$ cat config.mk
export PLATFORM = sky130hd
export DESIGN_NAME = fzpc_regs
export DESIGN_NICKNAME = d
export VERILOG_FILES = /design/src/hw/fzpc_pkg.sv /design/src/hw/fzpc_zone_mux.sv /design/src/hw/fzpc_pin_cell.sv /design/src/hw/fzpc_regs.sv
export SDC_FILE = /design/constraint.sdc
export NUM_CORES = 1
export LEC_CHECK = 0
export ABC_AREA = 1
export BUFFER_PORTS_ARGS = -buffer_cell sky130_fd_sc_hd__buf_2
export CAP_MARGIN = 20
export CORE_UTILIZATION = 43
export CTS_CLUSTER_SIZE = 24
export DETAILED_ROUTE_END_ITERATION = 10
export PLACE_DENSITY = 0.67
export SETUP_SLACK_MARGIN = 0.3
export SLEW_MARGIN = 20
export SYNTH_ARGS = -nofsm -noshare
export SYNTH_HDL_FRONTEND = slang
export SYNTH_SLANG_ARGS = --single-unit
$ cat constraint.sdc
create_clock -name clock_i -period 2.53 [get_ports clock_i]
set_input_delay 0.1265 -clock clock_i [delete_from_list [all_inputs] [get_ports clock_i]]
set_output_delay 0.1265 -clock clock_i [all_outputs]
set_load 0.05 [all_outputs]
$ cat src/hw/fzpc_pkg.sv
// shared constants for the fan zone and pin configuration register group
package fzpc_pkg;
  // data and structure sizes
  localparam int unsigned DATA_W       = 8;   // register width
  localparam int unsigned NUM_CHANNELS = 10;  // remote temperature channels
  localparam int unsigned NUM_PINS     = 4;   // fan drive pins

  // register addresses on the serial register port
  localparam logic [7:0] ADDR_HOTTEST   = 8'h78;  // hottest-sensor reading, read only
  localparam logic [7:0] ADDR_ZONE      = 8'h7d;  // fan 3 and fan 4 source select
  localparam logic [7:0] ADDR_COEF_HIGH = 8'h7e;  // coefficient choice bits 9..2
  localparam logic [7:0] ADDR_COEF_LOW  = 8'h7f;  // coefficient bits 1..0 and pin convert
  localparam logic [7:0] ADDR_PIN_SETUP = 8'h80;  // pin direction and polarity

  // values after power-on
  localparam logic [7:0] RST_ZONE      = 8'h00;
  localparam logic [7:0] RST_COEF_HIGH = 8'h00;
  localparam logic [7:0] RST_COEF_LOW  = 8'h00;
  localparam logic [7:0] RST_PIN_SETUP = 8'h00;
  localparam logic [7:0] RST_HOTTEST   = 8'h00;
  localparam logic [7:0] RST_RDATA     = 8'h00;
  localparam logic [7:0] UNMAPPED_DATA = 8'h00;  // answer to an unknown address

  // field positions in the zone register
  localparam int unsigned THIRD_SRC_MSB  = 7;
  localparam int unsigned THIRD_SRC_LSB  = 4;
  localparam int unsigned FOURTH_SRC_MSB = 3;
  localparam int unsigned FOURTH_SRC_LSB = 0;

  // field positions in the low coefficient register
  localparam int unsigned COEF_LOW_MSB = 7;  // coefficient choice bit 1
  localparam int unsigned COEF_LOW_LSB = 6;  // coefficient choice bit 0
  localparam logic [7:0]  COEF_LOW_WMASK = 8'hdf;  // bit 5 is not implemented
  localparam int unsigned CONVERT_POS [4] = '{3, 2, 1, 0};  // pins 1..4

  // field positions in the pin setup register, pins 1..4
  localparam int unsigned DIR_POS [4] = '{7, 5, 3, 1};
  localparam int unsigned POL_POS [4] = '{6, 4, 2, 0};

  // source select codes
  localparam logic [3:0] ZONE_HOTTEST       = 4'h0;  // hottest-sensor reading
  localparam logic [3:0] ZONE_FIRST_CHANNEL = 4'h1;  // channel 1
  localparam logic [3:0] ZONE_LAST_CHANNEL  = 4'ha;  // channel 10
endpackage

$ cat src/hw/fzpc_zone_mux.sv
`timescale 1ns/1ps
`default_nettype none
// picks the temperature that governs one fan from its 4-bit source code
module fzpc_zone_mux (
  input  wire logic                  clock_i,         // system clock
  input  wire logic                  rst_n_i,         // async reset, active low
  input  wire logic [3:0]            source_sel_i,    // source select code
  input  wire logic [7:0]            hottest_i,       // hottest-sensor reading
  input  wire logic [9:0][7:0]       channel_temp_i,  // channels 10..1
  output logic      [7:0]            fan_temp_o       // selected temperature
);
  // module state
  typedef struct packed {
    logic [7:0] temp;  // registered selection
  } fzpc_mux_state_t;

  fzpc_mux_state_t st;       // current state
  fzpc_mux_state_t next_st;  // next state

  // selection: codes 1..10 pick a channel, all others the hottest reading
  always_comb begin
    next_st = st;
    if (source_sel_i >= fzpc_pkg::ZONE_FIRST_CHANNEL &&
        source_sel_i <= fzpc_pkg::ZONE_LAST_CHANNEL) begin
      next_st.temp = channel_temp_i[source_sel_i - fzpc_pkg::ZONE_FIRST_CHANNEL];
    end else begin
      next_st.temp = hottest_i;
    end
  end

  // state register
  always_ff @(posedge clock_i or negedge rst_n_i) begin
    if (!rst_n_i) begin
      st <= '{temp: fzpc_pkg::RST_HOTTEST};
    end else begin
      st <= next_st;
    end
  end

  assign fan_temp_o = st.temp;
endmodule
`default_nettype wire

$ cat src/hw/fzpc_pin_cell.sv
`timescale 1ns/1ps
`default_nettype none
// one fan drive pin that may be turned into a general-purpose pin
module fzpc_pin_cell (
  input  wire logic clock_i,      // system clock
  input  wire logic rst_n_i,      // async reset, active low
  input  wire logic convert_i,    // pin is a general-purpose pin
  input  wire logic direction_i,  // 1 output, 0 input
  input  wire logic polarity_i,   // 1 active high, 0 active low
  input  wire logic out_data_i,   // lsb of the minimum duty-cycle register
  input  wire logic fan_wave_i,   // fan drive waveform
  input  wire logic pin_i,        // level seen on the pin
  output logic      pin_o,        // level driven on the pin
  output logic      pin_oe_o,     // high while the pin is driven
  output logic      asserted_o    // input asserted, after polarity
);
  // module state
  typedef struct packed {
    logic sync_a;    // first synchroniser stage
    logic sync_b;    // second synchroniser stage
    logic pin_out;   // driven level
    logic pin_oe;    // drive enable
    logic asserted;  // sensed input state
  } fzpc_pin_state_t;

  fzpc_pin_state_t st;       // current state
  fzpc_pin_state_t next_st;  // next state

  // pin mode selection
  always_comb begin
    next_st        = st;
    next_st.sync_a = pin_i;
    next_st.sync_b = st.sync_a;
    if (!convert_i) begin
      // normal fan drive
      next_st.pin_out  = fan_wave_i;
      next_st.pin_oe   = 1'b1;
      next_st.asserted = 1'b0;
    end else if (direction_i) begin
      // output: asserted data shown at the chosen polarity
      next_st.pin_out  = polarity_i ? out_data_i : ~out_data_i;
      next_st.pin_oe   = 1'b1;
      next_st.asserted = 1'b0;
    end else begin
      // input: released, sensed through the synchroniser
      next_st.pin_out  = 1'b0;
      next_st.pin_oe   = 1'b0;
      next_st.asserted = st.sync_b ~^ polarity_i;
    end
  end

  // state register
  always_ff @(posedge clock_i or negedge rst_n_i) begin
    if (!rst_n_i) begin
      st <= '0;
    end else begin
      st <= next_st;
    end
  end

  assign pin_o      = st.pin_out;
  assign pin_oe_o   = st.pin_oe;
  assign asserted_o = st.asserted;
endmodule
`default_nettype wire

$ cat src/hw/fzpc_regs.sv
`timescale 1ns/1ps
`default_nettype none
module fzpc_regs (
  input  wire logic            clock_i,            // system clock, 100 MHz
  input  wire logic            rst_n_i,            // async power-on reset, active low
  // register port from the serial interface engine
  input  wire logic [7:0]      reg_addr_i,         // register address
  input  wire logic            reg_wr_i,           // write strobe, one cycle
  input  wire logic [7:0]      reg_wdata_i,        // write data
  input  wire logic            reg_rd_i,           // read strobe, one cycle
  output logic      [7:0]      reg_rdata_o,        // read data, next cycle
  // temperature channels 10..1 from the decoder
  input  wire logic [9:0][7:0] channel_temp_i,     // channel k at index k-1
  output logic      [7:0]      hottest_temp_o,     // hottest-sensor reading
  output logic      [7:0]      third_fan_temp_o,   // temperature governing fan 3
  output logic      [7:0]      fourth_fan_temp_o,  // temperature governing fan 4
  output logic      [9:0]      coef_optional_o,    // 1 uses optional coefficients
  // fan drive pins 1..4 at indices 0..3
  input  wire logic [3:0]      fan_wave_i,         // fan drive waveforms
  input  wire logic [3:0]      min_duty_lsb_i,     // minimum duty-cycle lsbs
  input  wire logic [3:0]      pin_i,              // pin levels
  output logic      [3:0]      pin_o,              // driven levels
  output logic      [3:0]      pin_oe_o,           // drive enables
  output logic      [3:0]      pin_asserted_o      // sensed input states
);
  // all register state
  typedef struct packed {
    logic [7:0] zone;       // fan 3 and fan 4 source select
    logic [7:0] coef_high;  // coefficient choice bits 9..2
    logic [7:0] coef_low;   // choice bits 1..0, reserved, pin converts
    logic [7:0] pin_setup;  // direction and polarity
    logic [7:0] hottest;    // maximum of all channels
    logic [7:0] rdata;      // read answer
    logic       written;    // any write since reset
  } fzpc_regs_state_t;

  fzpc_regs_state_t st;       // current state
  fzpc_regs_state_t next_st;  // next state

  logic [7:0] max_temp;            // running maximum over the channels
  logic       hot_ge_all;          // hottest reading not below any channel
  logic       hot_hit;             // hottest reading equals some channel
  logic [3:0] third_fan_source;    // fan 3 source code
  logic [3:0] fourth_fan_source;   // fan 4 source code
  logic [3:0] pin_convert;         // per pin convert bit
  logic [3:0] pin_direction;       // per pin direction
  logic [3:0] pin_polarity;        // per pin polarity

  // source fields
  assign third_fan_source  = st.zone[fzpc_pkg::THIRD_SRC_MSB:fzpc_pkg::THIRD_SRC_LSB];
  assign fourth_fan_source = st.zone[fzpc_pkg::FOURTH_SRC_MSB:fzpc_pkg::FOURTH_SRC_LSB];

  // hottest-sensor reading: maximum over all channels
  always_comb begin
    max_temp = channel_temp_i[0];
    for (int i = 1; i < fzpc_pkg::NUM_CHANNELS; i++) begin
      if (channel_temp_i[i] > max_temp) begin
        max_temp = channel_temp_i[i];
      end
    end
  end

  // register writes, the read answer and the hottest reading
  always_comb begin
    next_st         = st;
    next_st.hottest = max_temp;
    if (reg_wr_i) begin
      next_st.written = 1'b1;
      unique case (reg_addr_i)
        fzpc_pkg::ADDR_ZONE: begin
          next_st.zone = reg_wdata_i;
        end
        fzpc_pkg::ADDR_COEF_HIGH: begin
          next_st.coef_high = reg_wdata_i;
        end
        fzpc_pkg::ADDR_COEF_LOW: begin
          // unimplemented bit is dropped; reserved bit is stored as written
          next_st.coef_low = reg_wdata_i & fzpc_pkg::COEF_LOW_WMASK;
        end
        fzpc_pkg::ADDR_PIN_SETUP: begin
          next_st.pin_setup = reg_wdata_i;
        end
        default: begin
          // hottest register and unknown addresses ignore writes
        end
      endcase
    end
    if (reg_rd_i) begin
      unique case (reg_addr_i)
        fzpc_pkg::ADDR_HOTTEST: begin
          next_st.rdata = st.hottest;
        end
        fzpc_pkg::ADDR_ZONE: begin
          next_st.rdata = st.zone;
        end
        fzpc_pkg::ADDR_COEF_HIGH: begin
          next_st.rdata = st.coef_high;
        end
        fzpc_pkg::ADDR_COEF_LOW: begin
          next_st.rdata = st.coef_low;
        end
        fzpc_pkg::ADDR_PIN_SETUP: begin
          next_st.rdata = st.pin_setup;
        end
        default: begin
          next_st.rdata = fzpc_pkg::UNMAPPED_DATA;
        end
      endcase
    end
  end

  // state register, cleared at power-on
  always_ff @(posedge clock_i or negedge rst_n_i) begin
    if (!rst_n_i) begin
      st <= '{zone:      fzpc_pkg::RST_ZONE,
              coef_high: fzpc_pkg::RST_COEF_HIGH,
              coef_low:  fzpc_pkg::RST_COEF_LOW,
              pin_setup: fzpc_pkg::RST_PIN_SETUP,
              hottest:   fzpc_pkg::RST_HOTTEST,
              rdata:     fzpc_pkg::RST_RDATA,
              written:   1'b0};
    end else begin
      st <= next_st;
    end
  end

  // register outputs
  assign reg_rdata_o     = st.rdata;
  assign hottest_temp_o  = st.hottest;
  // bit set: that channel converts with optional gain and offset
  assign coef_optional_o = {st.coef_high,
                            st.coef_low[fzpc_pkg::COEF_LOW_MSB:fzpc_pkg::COEF_LOW_LSB]};

  // fan 3 source selection
  fzpc_zone_mux u_third_fan_mux (
    .clock_i        (clock_i),
    .rst_n_i        (rst_n_i),
    .source_sel_i   (third_fan_source),
    .hottest_i      (st.hottest),
    .channel_temp_i (channel_temp_i),
    .fan_temp_o     (third_fan_temp_o)
  );

  // fan 4 source selection, same code table
  fzpc_zone_mux u_fourth_fan_mux (
    .clock_i        (clock_i),
    .rst_n_i        (rst_n_i),
    .source_sel_i   (fourth_fan_source),
    .hottest_i      (st.hottest),
    .channel_temp_i (channel_temp_i),
    .fan_temp_o     (fourth_fan_temp_o)
  );

  // per pin field extraction and pin cells
  for (genvar k = 0; k < fzpc_pkg::NUM_PINS; k++) begin : g_pin
    assign pin_convert[k]   = st.coef_low[fzpc_pkg::CONVERT_POS[k]];
    assign pin_direction[k] = st.pin_setup[fzpc_pkg::DIR_POS[k]];
    assign pin_polarity[k]  = st.pin_setup[fzpc_pkg::POL_POS[k]];

    fzpc_pin_cell u_pin (
      .clock_i     (clock_i),
      .rst_n_i     (rst_n_i),
      .convert_i   (pin_convert[k]),
      .direction_i (pin_direction[k]),
      .polarity_i  (pin_polarity[k]),
      .out_data_i  (min_duty_lsb_i[k]),
      .fan_wave_i  (fan_wave_i[k]),
      .pin_i       (pin_i[k]),
      .pin_o       (pin_o[k]),
      .pin_oe_o    (pin_oe_o[k]),
      .asserted_o  (pin_asserted_o[k])
    );
  end

  // helpers for the maximum check: the running maximum must not lie below
  // any channel and must be one of them, so a broken loop is caught
  always_comb begin
    hot_ge_all = 1'b1;
    hot_hit    = 1'b0;
    for (int i = 0; i < fzpc_pkg::NUM_CHANNELS; i++) begin
      // a channel above the maximum
      if (channel_temp_i[i] > max_temp) begin
        hot_ge_all = 1'b0;
      end
      // a channel that equals the maximum
      if (channel_temp_i[i] == max_temp) begin
        hot_hit = 1'b1;
      end
    end
  end
endmodule
`default_nettype wire

==> summary.txt <==
Place
  • Gpl congestion: 0.969
  • Buffers on Ports: 165
  • Pre-CTS WS: -7.94 ns
  • Final HPWL DP: 20.5 mm

Cells and area
  • Layout area overhead: 58.2%
  • Most frequent cells in the layout: 248 x buf_4, 225 x nand2_1, 151 x buf_2
  • Core Util, Final: 0.697
  • Most common cell after layout, fill and taps aside: buf_4
  • Storage cell area: 2080 um^2
  • Layout cells sized above 1: 0.428
  • Number of inserted diodes: 0
  • Filler cell count: 1315
  • Nets: 1694
  • Multi-input gate area: 5940 um^2

Global routing
  • Grt ovf: 0
  • Global-route usage over all layers: 0.300
  • Vias in the first global route: 8880
  • Initial antenna violation count: 0
  • Largest net degree at the start of global routing: 71
  • Global-route wire length before repair: 43.2 mm

Power and ir drop
  • LEAKAGE: 0.00597 uW
  • Clk network pwr share: 0.065
  • Internal cell power: 10200 uW
  • Power per cell area: 1630 nW/um^2
  • Total power: 19700 uW
  • Worst vdd rail ir drop: 1.38 mV
  • Switching Fraction: 0.486
  • Comb power frac: 0.840
  • NetSw: 9590 uW
  • Flop pwr share: 0.095

Timing
  • Final Hold Vio Count: 0
  • Max transition margin: 0.487
  • Slew Viols, Final: 0
  • Setup violators final: 8
  • Fin worst setup slack: -7.69 ns
  • Worst-Margin Slew: 0.750 ns
  • Tcrit/Tclk final: 4.04
  • Clock skew after layout: 0.00402 ns
  • RSZ-0062 raised after global routing: yes
  • Fmax: 0.0979 GHz
  • Minimum clock period: 10.22 ns

Floorplan
  • Core Area: 17400 um^2
  • Initial Util: 0.441
  • Die Width: 135 um
  • # rows: 48
  • Die span in y: 135 um
  • Total Die Area: 18300 um^2
  • I/O pins: 166

Routing
  • Vias: 9651
  • DR WL/cell: 17.2 um
  • Drt drc: 0
  • Detail Route Antenna Nets: 0
  • Detailed Route WL: 30.0 mm
  • DRT iter0 DRCs: 779
  • DR pass1 iterations: 6
  • Vias per inst: 5.52

Logic synthesis
  • Most used DFF post-synth: dfrtp_1
  • Largest family of logic cells by synthesized area: simple AND/OR/NAND/NOR gates
  • Cell area after synthesis: 7650 um^2
  • Gate Count Post-Synth: 1150
  • Ys Warns: 0
  • Syn_nets: 1327
  • Mean Syn Cell Area: 6.65 um^2
  • Xor and xnor area share after synthesis: 0.00458
  • Sequential share of the synthesized area: 0.272
  • Compound-gate portion of the synthesized area: 0.230
  • Asr flop ratio synth: 1.00
  • Simple-gate share of the synthesized area: 0.265
  • Post-synth EDFFs: 0
  • Post-synthesis mux area share: 0
  • FF+latch count, synth: 83
  • Post-synthesis adder-cell area fraction: 0.106
  • Unique masters post-synth: 35

Critical path
  • R2R Path End: u_third_fan_mux.fan_temp_o[2]
  • Element type at the critical path end: flip-flop
  • Crit. Startpoint: channel_temp_i[2]
  • Worst Setup EP: hottest_temp_o[0]
  • Critical path class: in -> reg
  • CP required: 2.76 ns
  • Startpoint types: input pin
  • Reg2reg setup slack: 0.50 ns
  • Cell with the largest stage delay on the worst path: nand3b_1
  • WP data arrival: 10.45 ns
  • Cell repeated most along the worst path: nand2_4
  • Crit-path max FO: 8
  • Worst r2r path cells: 9
  • Reg-to-Reg Start: st[46]
  • CP max stage delay: 0.30 ns

CTS
  • Clk Latency, worst-skew pair: 0.34 ns
  • TritonCTS buffer count: 9
  • Clock transition at path regs: 0.06 ns
  • Root Driver: clkbuf_16
  • H-tree levels: 3
  • CTS tree: yes
  • Clk sinks: 83
  • Max clock buf depth: 2

Run status
  • Failing checks: negative setup slack
  • Status: complete, but fails checks

Job
  • Max Cap Violations: 0

Min path
  • Hold Crit Class: in -> reg
==> worst min path at each step <==
stage / endpoint / cells after the start / start / slack [ns]
2_1_floorplan: coef_optional_o[0] / 0 / rst_n_i / -0.17
3_3_place_gp: g_pin[0].u_pin.st[3] / 1 / rst_n_i / -0.01
3_5_place_dp: g_pin[0].u_pin.st[3] / 1 / rst_n_i / -0.01
4_1_cts: fourth_fan_source[1] / 3 / reg_wdata_i[1] / 0.008
5_1_grt: fourth_fan_source[1] / 3 / reg_wdata_i[1] / 0.02
6_report: fourth_fan_source[1] / 3 / reg_wdata_i[1] / 0.01
==> registers in the layout (all words and copies together), names as in the netlist, 5 cells and up <==
name,cells
coef_optional_o,10
hottest_temp_o,8
st,5
reg_rdata_o,8
u_third_fan_mux.fan_temp_o,8
u_fourth_fan_mux.fan_temp_o,8
==> cell usage after synthesis, types with 16 or more instances <==
library cell	instances	area [um^2]
clkbuf_1	39	146
dfrtp_1	83	2080
inv_1	121	454
o21ai_0	153	766
a31oi_1	16	100
nand2_2	17	106
o211ai_1	38	285
nand2_1	278	1040
buf_4	38	285
nor2_1	82	308
ha_1	65	813
a21oi_1	65	325
nand3_1	73	365
==> area by class of cell <==
type	count	share of cell area
clock inverter	5	0.00434
tap	225	0.0233
timing repair buffer	427	0.246
multi-input combinational	864	0.491
sequential	83	0.172
clock buffer	11	0.0201
inverter	132	0.0445
==> worst max-delay path, delay by kind of cell <==
| kind | cells | cell delay (ns) |
|---|---|---|
| compound gates | 15 | 1.92 |
| fa+ha+maj | 9 | 2.33 |
| buf+inv | 11 | 1.13 |
| simple gates | 43 | 4.88 |
==> metal layers <==
metal  wire length [um]  vias up  global-route usage  part of all wire
li1                   -     4570                   -                 -
met1              12300     4533               0.382              0.41
met2              14700      455               0.521              0.49
met3               1890       93              0.0333             0.063
met4               1070        0               0.107             0.036
met5                  0        -                   0                 0
==> cells by family (layout without fill, tap and decap cells) <==
logic type      Yosys count  after routing
compound gates          312            312
xor+xnor                  4              4
fa+ha+maj                65             65
buf+inv                 210            575
flops                    83             83
simple gates            476            483
==> through the flow <==
stage | instance area [um^2] | TNS, ns | cells | hold slack [ns]
floorplan | 7930 | -58.40 | 1150 | -0.169
global placement | 9990 | -61.67 | 1653 | -0.0143
detailed placement | 9990 | -63.36 | 1653 | -0.0105
CTS | 11200 | -56.26 | 1727 | 0.00757
global route | 12100 | -65.64 | 1747 | 0.0168
finish | 12100 | -61.40 | 1747 | 0.0128
==> power groups by stage <==
| stage | registers [uW] | clock network (uW) | logic [uW] |
|---|---|---|---|
| 2_1_floorplan | 2250 | 0 | 6410 |
| 4_1_cts | 1870 | 1310 | 14100 |
| 6_report | 1880 | 1290 | 16600 |
| 3_5_place_dp | 1900 | 0 | 10600 |
| 5_1_grt | 1890 | 1360 | 17800 |
| 3_3_place_gp | 1890 | 0 | 10500 |
==> what timing repair did <==
| action | 4_1_cts | 5_1_grt |
|---|---|---|
| gates resized for setup | 119 | 131 |
| hold endpoints to repair | 90 | 0 |
| pin swaps | 81 | 84 |
| setup endpoints to repair | 8 | 9 |
| hold buffers | 8 | 0 |
| cloned | 7 | 0 |
| buffers inserted | 43 | 20 |
(Power assumes the default switching activity.)
